[src/ocd_pkg.sv]
// Shared opcodes, phase states and constants for the one-bit control processor
package ocd_pkg;

	// ****************************************************************
	// Widths and reset values
	// ****************************************************************
	localparam int   NIBBLE_W  = 4;
	localparam logic BIT_CLEAR = 1'b0;
	localparam logic BIT_SET   = 1'b1;

	typedef logic [NIBBLE_W-1:0] ocd_op_t;

	// ****************************************************************
	// Operation codes, presented on the nibble bus while the clock is high
	// ****************************************************************
	localparam ocd_op_t OP_FLAG_ZERO     = 4'h0;
	localparam ocd_op_t OP_LOAD_RESULT   = 4'h1;
	localparam ocd_op_t OP_LOAD_COMP     = 4'h2;
	localparam ocd_op_t OP_AND           = 4'h3;
	localparam ocd_op_t OP_AND_COMP      = 4'h4;
	localparam ocd_op_t OP_OR            = 4'h5;
	localparam ocd_op_t OP_OR_COMP       = 4'h6;
	localparam ocd_op_t OP_XNOR          = 4'h7;
	localparam ocd_op_t OP_STORE_RESULT  = 4'h8;
	localparam ocd_op_t OP_STORE_COMP    = 4'h9;
	localparam ocd_op_t OP_INPUT_GATE    = 4'hA;
	localparam ocd_op_t OP_OUTPUT_GATE   = 4'hB;
	localparam ocd_op_t OP_JUMP          = 4'hC;
	localparam ocd_op_t OP_RETURN        = 4'hD;
	localparam ocd_op_t OP_SKIP_ZERO     = 4'hE;
	localparam ocd_op_t OP_RESTART_PULSE = 4'hF;

	// ****************************************************************
	// Half-cycle tracking of the processor clock
	// ****************************************************************
	typedef enum logic [1:0] {
		PH_HIGH   = 2'b00,
		PH_SETTLE = 2'b01,
		PH_LOW    = 2'b10
	} ocd_phase_e;

endpackage

[src/ocd_alu_if.sv]
// Carrier between the processor core and its instruction decoder
`timescale 1ns/100ps
interface ocd_alu_if;
	import ocd_pkg::*;

	ocd_op_t op;           // Latched operation code
	logic    din;          // Input bit after the input gate
	logic    din_raw;      // Input bit before the input gate
	logic    rr;           // Present result register
	logic    rr_next;      // Result register after the instruction
	logic    wr_req;       // Instruction wants an output write
	logic    wr_val;       // Value for the output latch
	logic    in_gate_ld;   // Load the input gate register
	logic    out_gate_ld;  // Load the output gate register
	logic    flag_zero;    // Flag-zero pulse request
	logic    flag_jump;    // Jump pulse request
	logic    flag_return;  // Return pulse request
	logic    flag_restart; // Restart pulse request
	logic    skip_req;     // Skip the following instruction

	modport core (
		output op, din, din_raw, rr,
		input  rr_next, wr_req, wr_val, in_gate_ld, out_gate_ld,
		input  flag_zero, flag_jump, flag_return, flag_restart, skip_req
	);
	modport alu (
		input  op, din, din_raw, rr,
		output rr_next, wr_req, wr_val, in_gate_ld, out_gate_ld,
		output flag_zero, flag_jump, flag_return, flag_restart, skip_req
	);
endinterface

[src/ocd_alu.sv]
// Combinational decoder: result logic and side effects of each opcode
`timescale 1ns/100ps
module ocd_alu
	import ocd_pkg::*;
(
	ocd_alu_if.alu bus // Operands in, effects out
);

	// ****************************************************************
	// Decode
	// ****************************************************************
	// Every output is defaulted; opcode 0 falls to the default branch and raises flag_zero
	always_comb begin
		bus.rr_next      = bus.rr;
		bus.wr_req       = 1'b0;
		bus.wr_val       = bus.rr;
		bus.in_gate_ld   = 1'b0;
		bus.out_gate_ld  = 1'b0;
		bus.flag_zero    = 1'b0;
		bus.flag_jump    = 1'b0;
		bus.flag_return  = 1'b0;
		bus.flag_restart = 1'b0;
		bus.skip_req     = 1'b0;
		case (bus.op)
			OP_LOAD_RESULT:   bus.rr_next = bus.din;
			OP_LOAD_COMP:     bus.rr_next = ~bus.din;
			OP_AND:           bus.rr_next = bus.rr & bus.din;
			OP_AND_COMP:      bus.rr_next = bus.rr & ~bus.din;
			OP_OR:            bus.rr_next = bus.rr | bus.din;
			OP_OR_COMP:       bus.rr_next = bus.rr | ~bus.din;
			OP_XNOR:          bus.rr_next = ~(bus.rr ^ bus.din);
			OP_STORE_RESULT:  bus.wr_req  = 1'b1;
			OP_STORE_COMP: begin
				bus.wr_req = 1'b1;
				bus.wr_val = ~bus.rr;
			end
			// Gate registers load from the raw bit, else a closed gate could never reopen
			OP_INPUT_GATE:    bus.in_gate_ld   = 1'b1;
			OP_OUTPUT_GATE:   bus.out_gate_ld  = 1'b1;
			OP_JUMP:          bus.flag_jump    = 1'b1;
			OP_RETURN: begin
				bus.flag_return = 1'b1;
				bus.skip_req    = 1'b1;
			end
			OP_SKIP_ZERO:     bus.skip_req     = ~bus.rr;
			OP_RESTART_PULSE: bus.flag_restart = 1'b1;
			default:          bus.flag_zero    = 1'b1;
		endcase
	end

endmodule // ocd_alu

[src/ocd_core.sv]
// One-bit control processor core: phase tracking, registers, output strobes
// Behaviour
// - Load copies input bit into result.
// - AND input bit into result register.
// - OR input bit into result register.
// - Store drives result to addressed latch.
// - Store leaves result register unchanged.
// - Restart opcode pulses restart output.
// - Restart opcode ignores its operand nibble.
// - Store strobe happens in low phase.
// - Closed input gate forces inputs zero.
// - Closed output gate suppresses write strobe.
`timescale 1ns/100ps
module ocd_core
	import ocd_pkg::*;
(
	input  wire logic                i_clk,          // 10 MHz system clock
	input  wire logic                i_nrst,         // Asynchronous reset, active low
	input  wire logic                i_proc_clk,     // Processor phase clock pin
	input  wire logic [NIBBLE_W-1:0] i_mem_data,     // Program memory nibble
	input  wire logic                i_in_bit,       // Selected input bit
	output logic                     o_write,        // Output latch write strobe
	output logic                     o_out_data,     // Data for the output latch
	output logic [NIBBLE_W-1:0]      o_io_addr,      // Address of the instruction
	output logic                     o_restart,      // Restart pulse to preset counter
	output logic                     o_flag_zero,    // Flag-zero pulse
	output logic                     o_jump,         // Jump pulse
	output logic                     o_return,       // Return pulse
	output logic                     o_result,       // Result register
	output logic                     o_input_gate,   // Input gate register
	output logic                     o_output_gate   // Output gate register
);

	// ****************************************************************
	// Declarations
	// ****************************************************************
	logic                clk_meta_reg;
	logic                clk_sync_reg;
	logic [NIBBLE_W-1:0] data_meta_reg;
	logic [NIBBLE_W-1:0] data_sync_reg;
	logic                bit_meta_reg;
	logic                bit_sync_reg;
	ocd_phase_e          phase_reg;
	ocd_op_t             op_reg;
	logic                rr_reg;
	logic                input_gate_reg;
	logic                output_gate_reg;
	logic                skip_reg;
	logic                write_reg;
	logic                out_data_reg;
	logic [NIBBLE_W-1:0] addr_reg;
	logic                restart_reg;
	logic                flag_zero_reg;
	logic                jump_reg;
	logic                return_reg;
	logic                exec_pulse;
	logic                exec_ok;
	logic                din_eff;

	ocd_alu_if alu_bus ();

	ocd_alu u_alu (
		.bus (alu_bus.alu)
	);

	// ****************************************************************
	// Pin synchronisers
	// ****************************************************************
	// Pins come from the panel and memory; two flops each before use
	always_ff @(posedge i_clk or negedge i_nrst) begin
		if (!i_nrst) begin
			clk_meta_reg  <= BIT_SET;
			clk_sync_reg  <= BIT_SET;
			data_meta_reg <= '0;
			data_sync_reg <= '0;
			bit_meta_reg  <= BIT_CLEAR;
			bit_sync_reg  <= BIT_CLEAR;
		end else begin
			clk_meta_reg  <= i_proc_clk;
			clk_sync_reg  <= clk_meta_reg;
			data_meta_reg <= i_mem_data;
			data_sync_reg <= data_meta_reg;
			bit_meta_reg  <= i_in_bit;
			bit_sync_reg  <= bit_meta_reg;
		end
	end

	// ****************************************************************
	// Phase tracking
	// ****************************************************************
	// One settle cycle after the fall lets the address nibble arrive
	always_ff @(posedge i_clk or negedge i_nrst) begin
		if (!i_nrst) begin
			phase_reg <= PH_HIGH;
		end else begin
			case (phase_reg)
				PH_HIGH:   if (!clk_sync_reg) phase_reg <= PH_SETTLE;
				PH_SETTLE: phase_reg <= PH_LOW;
				PH_LOW:    if (clk_sync_reg) phase_reg <= PH_HIGH;
				default:   phase_reg <= PH_HIGH;
			endcase
		end
	end

	// Opcode follows the bus through the high half and freezes at the fall
	always_ff @(posedge i_clk or negedge i_nrst) begin
		if (!i_nrst) begin
			op_reg <= OP_FLAG_ZERO;
		end else if (phase_reg == PH_HIGH && clk_sync_reg) begin
			op_reg <= data_sync_reg;
		end
	end

	// Execution happens once per instruction, inside the low half
	assign exec_pulse = (phase_reg == PH_SETTLE);
	assign exec_ok    = exec_pulse && !skip_reg;
	assign din_eff    = bit_sync_reg & input_gate_reg;

	assign alu_bus.op      = op_reg;
	assign alu_bus.din     = din_eff;
	assign alu_bus.din_raw = bit_sync_reg;
	assign alu_bus.rr      = rr_reg;

	// ****************************************************************
	// Processor registers
	// ****************************************************************
	// Result and gate registers change only on an executed instruction
	always_ff @(posedge i_clk or negedge i_nrst) begin
		if (!i_nrst) begin
			rr_reg          <= BIT_CLEAR;
			input_gate_reg  <= BIT_CLEAR;
			output_gate_reg <= BIT_CLEAR;
		end else if (exec_ok) begin
			rr_reg <= alu_bus.rr_next;
			if (alu_bus.in_gate_ld)
				input_gate_reg <= alu_bus.din_raw;
			if (alu_bus.out_gate_ld)
				output_gate_reg <= alu_bus.din_raw;
		end
	end

	// A skipped instruction only clears the skip; it never sets a new one
	always_ff @(posedge i_clk or negedge i_nrst) begin
		if (!i_nrst) begin
			skip_reg <= BIT_CLEAR;
		end else if (exec_pulse) begin
			skip_reg <= !skip_reg && alu_bus.skip_req;
		end
	end

	// ****************************************************************
	// Output strobes
	// ****************************************************************
	// Pulses last one system clock; the address nibble is kept for the latches
	always_ff @(posedge i_clk or negedge i_nrst) begin
		if (!i_nrst) begin
			write_reg     <= BIT_CLEAR;
			out_data_reg  <= BIT_CLEAR;
			addr_reg      <= '0;
			restart_reg   <= BIT_CLEAR;
			flag_zero_reg <= BIT_CLEAR;
			jump_reg      <= BIT_CLEAR;
			return_reg    <= BIT_CLEAR;
		end else begin
			write_reg     <= exec_ok && alu_bus.wr_req && output_gate_reg;
			restart_reg   <= exec_ok && alu_bus.flag_restart;
			flag_zero_reg <= exec_ok && alu_bus.flag_zero;
			jump_reg      <= exec_ok && alu_bus.flag_jump;
			return_reg    <= exec_ok && alu_bus.flag_return;
			if (exec_ok) begin
				out_data_reg <= alu_bus.wr_val;
				addr_reg     <= data_sync_reg;
			end
		end
	end

	assign o_write       = write_reg;
	assign o_out_data    = out_data_reg;
	assign o_io_addr     = addr_reg;
	assign o_restart     = restart_reg;
	assign o_flag_zero   = flag_zero_reg;
	assign o_jump        = jump_reg;
	assign o_return      = return_reg;
	assign o_result      = rr_reg;
	assign o_input_gate  = input_gate_reg;
	assign o_output_gate = output_gate_reg;
endmodule // ocd_core

[config.mk]
export PLATFORM = sky130hd
export DESIGN_NAME = ocd_core
export DESIGN_NICKNAME = d
export VERILOG_FILES = /design/src/ocd_pkg.sv /design/src/ocd_alu_if.sv /design/src/ocd_alu.sv /design/src/ocd_core.sv
export SDC_FILE = /design/constraint.sdc
export NUM_CORES = 1
export LEC_CHECK = 0
export BUFFER_PORTS_ARGS = -buffer_cell sky130_fd_sc_hd__buf_2
export CAP_MARGIN = 20
export CORE_ASPECT_RATIO = 0.6
export CORE_MARGIN = 3
export CORE_UTILIZATION = 23
export CTS_CLUSTER_SIZE = 30
export DETAILED_ROUTE_END_ITERATION = 6
export GPL_TIMING_DRIVEN = 0
export PLACE_DENSITY = 0.37
export SLEW_MARGIN = 20
export SYNTH_ARGS = -nofsm -noshare
export SYNTH_HDL_FRONTEND = slang
export SYNTH_SLANG_ARGS = --single-unit
[constraint.sdc]
create_clock -name i_clk -period 2 [get_ports i_clk]
set_input_delay 0.1 -clock i_clk [delete_from_list [all_inputs] [get_ports i_clk]]
set_output_delay 0.1 -clock i_clk [all_outputs]
set_load 0.02 [all_outputs]
==> metrics.txt <==
# TYPE chip_impl_metric gauge
chip_impl_info{name="result_of_the_run",value="finished clean"} 1
chip_impl_metric{name="timing.critical_path.fanout_max",unit=""} 4
chip_impl_metric{name="num_io_pins",unit=""} 21
chip_impl_metric{name="fin_worst_skew",unit="ns"} 0.00310
chip_impl_metric{name="peakVddDrop",unit="V"} 0.000463
chip_impl_metric{name="setup_viol",unit=""} 0
chip_impl_info{name="hold_wc_path_type",value="flop to flop"} 1
chip_impl_metric{name="holdBufCountCts",unit=""} 7
chip_impl_info{name="end_of_the_worst_register_to_register_path",value="alu_bus.op[3]"} 1
chip_impl_metric{name="ctsLongestPathBuffers",unit=""} 2
chip_impl_metric{name="drt_pass1_iterations",unit=""} 4
chip_impl_info{name="grt_setup_unrepaired",value="false"} 1
chip_impl_metric{name="postSynthCellCount",unit=""} 80
chip_impl_metric{name="clock_sink_count",unit=""} 32
chip_impl_metric{name="design.final.nets",unit=""} 122
chip_impl_metric{name="wl_per_cell",unit="um"} 11.7
chip_impl_metric{name="finalCritPeriodShare",unit=""} 0.803
chip_impl_metric{name="mappedNetlistNets",unit=""} 88
chip_impl_metric{name="synth-seq-cells",unit=""} 32
chip_impl_metric{name="htree_num_levels",unit=""} 2
chip_impl_metric{name="dp.cells",unit=""} 163
chip_impl_metric{name="placementRows",unit=""} 19
chip_impl_metric{name="dieWidth",unit="um"} 97.9
chip_impl_info{name="startpoint_type",value="flop"} 1
chip_impl_metric{name="grt_pass1_vias",unit=""} 673
chip_impl_metric{name="place.gp.congestion",unit=""} 0.753
chip_impl_metric{name="fillCellCount",unit=""} 480
chip_impl_info{name="timing.critical_path.to_type",value="flop"} 1
chip_impl_metric{name="total_clock_buffers_created_by_cts",unit=""} 5
chip_impl_info{name="cts_tree",value="built"} 1
chip_impl_metric{name="die_area",unit="um2"} 5980
chip_impl_metric{name="pin_count_of_the_biggest_net_entering_global_routing",unit=""} 33
chip_impl_info{name="critPathCapture",value="alu_bus.op[3]"} 1
chip_impl_metric{name="initial_utilization",unit=""} 0.246
chip_impl_metric{name="final_cell_count_no_fill",unit=""} 178
chip_impl_metric{name="drive_gt1_frac",unit=""} 0.357
chip_impl_metric{name="fmax",unit="MHz"} 622
chip_impl_info{name="worstReg2RegStart",value="clk_sync_reg"} 1
chip_impl_metric{name="count_of_port_buffers_added_during_placement",unit=""} 20
chip_impl_metric{name="hold_viol",unit=""} 0
chip_impl_metric{name="area.growth.synth_to_final",unit="%"} 32.2
chip_impl_metric{name="final-seq-area",unit="um2"} 803
chip_impl_metric{name="yosysWarningCount",unit=""} 0
chip_impl_metric{name="synth_largest_type_area_fraction",unit=""} 0.644
chip_impl_metric{name="power-per-cell-area",unit="nW/um2"} 1510
chip_impl_metric{name="die_h",unit="um"} 61.1
chip_impl_metric{name="drv.max_cap_violation_count",unit=""} 0
chip_impl_metric{name="final.setup.tns",unit="ns"} 0
chip_impl_metric{name="synth_enable_flop_cells",unit=""} 0
chip_impl_metric{name="arrival",unit="ns"} 1.77
chip_impl_metric{name="grt_pass1_wl",unit="um"} 3480
chip_impl_metric{name="resized_gates_after_cts",unit=""} 0
chip_impl_metric{name="synthesis.area",unit="um2"} 1160
chip_impl_metric{name="finalWorstPathRequiredPeriod",unit="ns"} 1.61
chip_impl_metric{name="dr.first_iter.drc_count",unit=""} 28
chip_impl_metric{name="num_vias",unit=""} 727
chip_impl_metric{name="r2r_slack",unit="ns"} 0.39
chip_impl_metric{name="post_synth_num_cell_types",unit=""} 29
chip_impl_info{name="most_used_flip_flop_cell_after_synthesis",value="sky130_fd_sc_hd__dfrtp_1"} 1
chip_impl_metric{name="share_of_synthesized_flip_flops_with_an_asynchronous_set_or_reset",unit=""} 1.00
chip_impl_metric{name="critical_path_required",unit="ns"} 2.17
chip_impl_info{name="synth_area_leaders",value="sky130_fd_sc_hd__dfrtp_1 (64%), sky130_fd_sc_hd__mux2_2 (7.7%), sky130_fd_sc_hd__dfstp_2 (4.5%)"} 1
chip_impl_metric{name="footprint_of_the_multi_input_gates",unit="um2"} 354
chip_impl_info{name="mostFrequentLayoutCell",value="sky130_fd_sc_hd__dfrtp_1"} 1
chip_impl_metric{name="clk_pin_slew_worst_paths",unit="ns"} 0.06
chip_impl_metric{name="insertedDiodeCount",unit=""} 0
chip_impl_metric{name="synth-seq-area-share",unit=""} 0.690
chip_impl_info{name="clk_root_buffer_cell",value="sky130_fd_sc_hd__clkbuf_8"} 1
chip_impl_info{name="synth_area_leader_cell",value="sky130_fd_sc_hd__dfrtp_1"} 1
chip_impl_metric{name="cts.repair_timing.setup_buffer_count",unit=""} 0
chip_impl_metric{name="worstSkewPairLatency",unit="ns"} 0.28
chip_impl_info{name="setup.worst_path.class",value="flop to flop"} 1
chip_impl_info{name="critical_path.startpoint",value="clk_sync_reg"} 1
chip_impl_metric{name="worstRegToRegCells",unit=""} 2
chip_impl_metric{name="timing.slew.headroom",unit=""} 0.538
chip_impl_metric{name="dpl.hpwl",unit="um"} 1450
chip_impl_metric{name="initial_antenna_violation_count",unit=""} 0
chip_impl_metric{name="globalRoute.totalOverflow",unit=""} 0
chip_impl_metric{name="timing_worst_slew_pin_value",unit="ns"} 0.693
chip_impl_info{name="layout.cells.most_common_list",value="sky130_fd_sc_hd__dfrtp_1 (30), sky130_fd_sc_hd__buf_2 (20), sky130_fd_sc_hd__mux2_2 (8)"} 1
chip_impl_metric{name="p_leak",unit="nW"} 0.686
chip_impl_metric{name="vias_per_cell",unit=""} 4.08
chip_impl_metric{name="drc",unit=""} 0
chip_impl_metric{name="finalWirelength",unit="um"} 2080
chip_impl_metric{name="timing.final.max_slew_violations",unit=""} 0
chip_impl_metric{name="postRouteAntennaNets",unit=""} 0
chip_impl_metric{name="design.core.area",unit="um2"} 4730
chip_impl_metric{name="avgSynthCellArea",unit="um2"} 14.6
chip_impl_metric{name="grt_use_total",unit=""} 0.0791
==> kinds of logic after synthesis <==
family / after synthesis / share of synthesized area
flip-flops: 32 / 0.690
AND/OR/NAND/NOR: 25 / 0.140
multiplexers: 10 / 0.0967
AO/OA/AOI/OAI: 9 / 0.0526
XOR/XNOR: 2 / 0.0150
buffers and inverters: 2 / 0.00645
==> worst max-delay path, stage by stage, from the launching register on <==
cell	delay (ns)
sky130_fd_sc_hd__dfstp_2	0.53
sky130_fd_sc_hd__nor3b_1	0.56
sky130_fd_sc_hd__mux2_2	0.40
==> stage by stage <==
stage,util,instance area (um2),worst slack [ns],power [mW],hold WS [ns]
after floorplan,-,1160,0.588,1.44,-0.196
after global placement,0.284,1340,0.368,1.65,0.189
after detailed placement,0.284,1340,0.369,1.67,0.198
after CTS,0.326,1540,0.368,2.36,0.350
after global routing,0.326,1540,0.291,2.49,0.354
final,0.326,1540,0.393,2.32,0.348
==> report_power, final <==
part           internal (mW)  leakage, nW  switching, mW
Combinational          0.321        0.233          0.358
Clock                  0.439       0.0645          0.226
Sequential             0.813        0.388          0.160
Total                   1.57        0.686          0.745
==> cell usage after synthesis, drive strengths merged, types with 2 or more instances <==
cell / count
a21oi: 2
clkbuf: 2
dfrtp: 30
dfstp: 2
mux2: 10
nand2: 4
nand2b: 2
nand3: 2
nor2: 4
nor3: 2
nor3b: 2
nor4b: 2
xnor2: 2
==> final cells by class <==
cell class                 instances  area share
clock buffer                       7      0.0626
buffer                             2     0.00487
multi-input combinational         46       0.230
tap                               63      0.0512
timing repair buffer              27       0.110
sequential                        32       0.522
clock inverter                     1      0.0195
==> metal layers <==
metal | global-route usage | wire length, um | share of wire | up-vias
met5 | 0 | 0 | 0 | -
met1 | 0.108 | 1090 | 0.52 | 346
met2 | 0.0996 | 789 | 0.38 | 22
li1 | - | - | - | 352
met4 | 0.0473 | 44 | 0.021 | 0
met3 | 0.0385 | 158 | 0.076 | 7
==> worst min path at each step <==
stage               slack (ns)  cells past startpoint               end        startpoint
CTS                       0.35                      0  data_sync_reg[2]  data_meta_reg[2]
global route              0.35                      0  data_sync_reg[3]  data_meta_reg[3]
detailed placement        0.20                      1          o_return            i_nrst
finish                    0.35                      0  data_sync_reg[2]  data_meta_reg[2]
floorplan                -0.20                      0   alu_bus.din_raw            i_nrst
global placement          0.19                      1          o_return            i_nrst
Note: power is estimated with default switching activity, not from simulation.
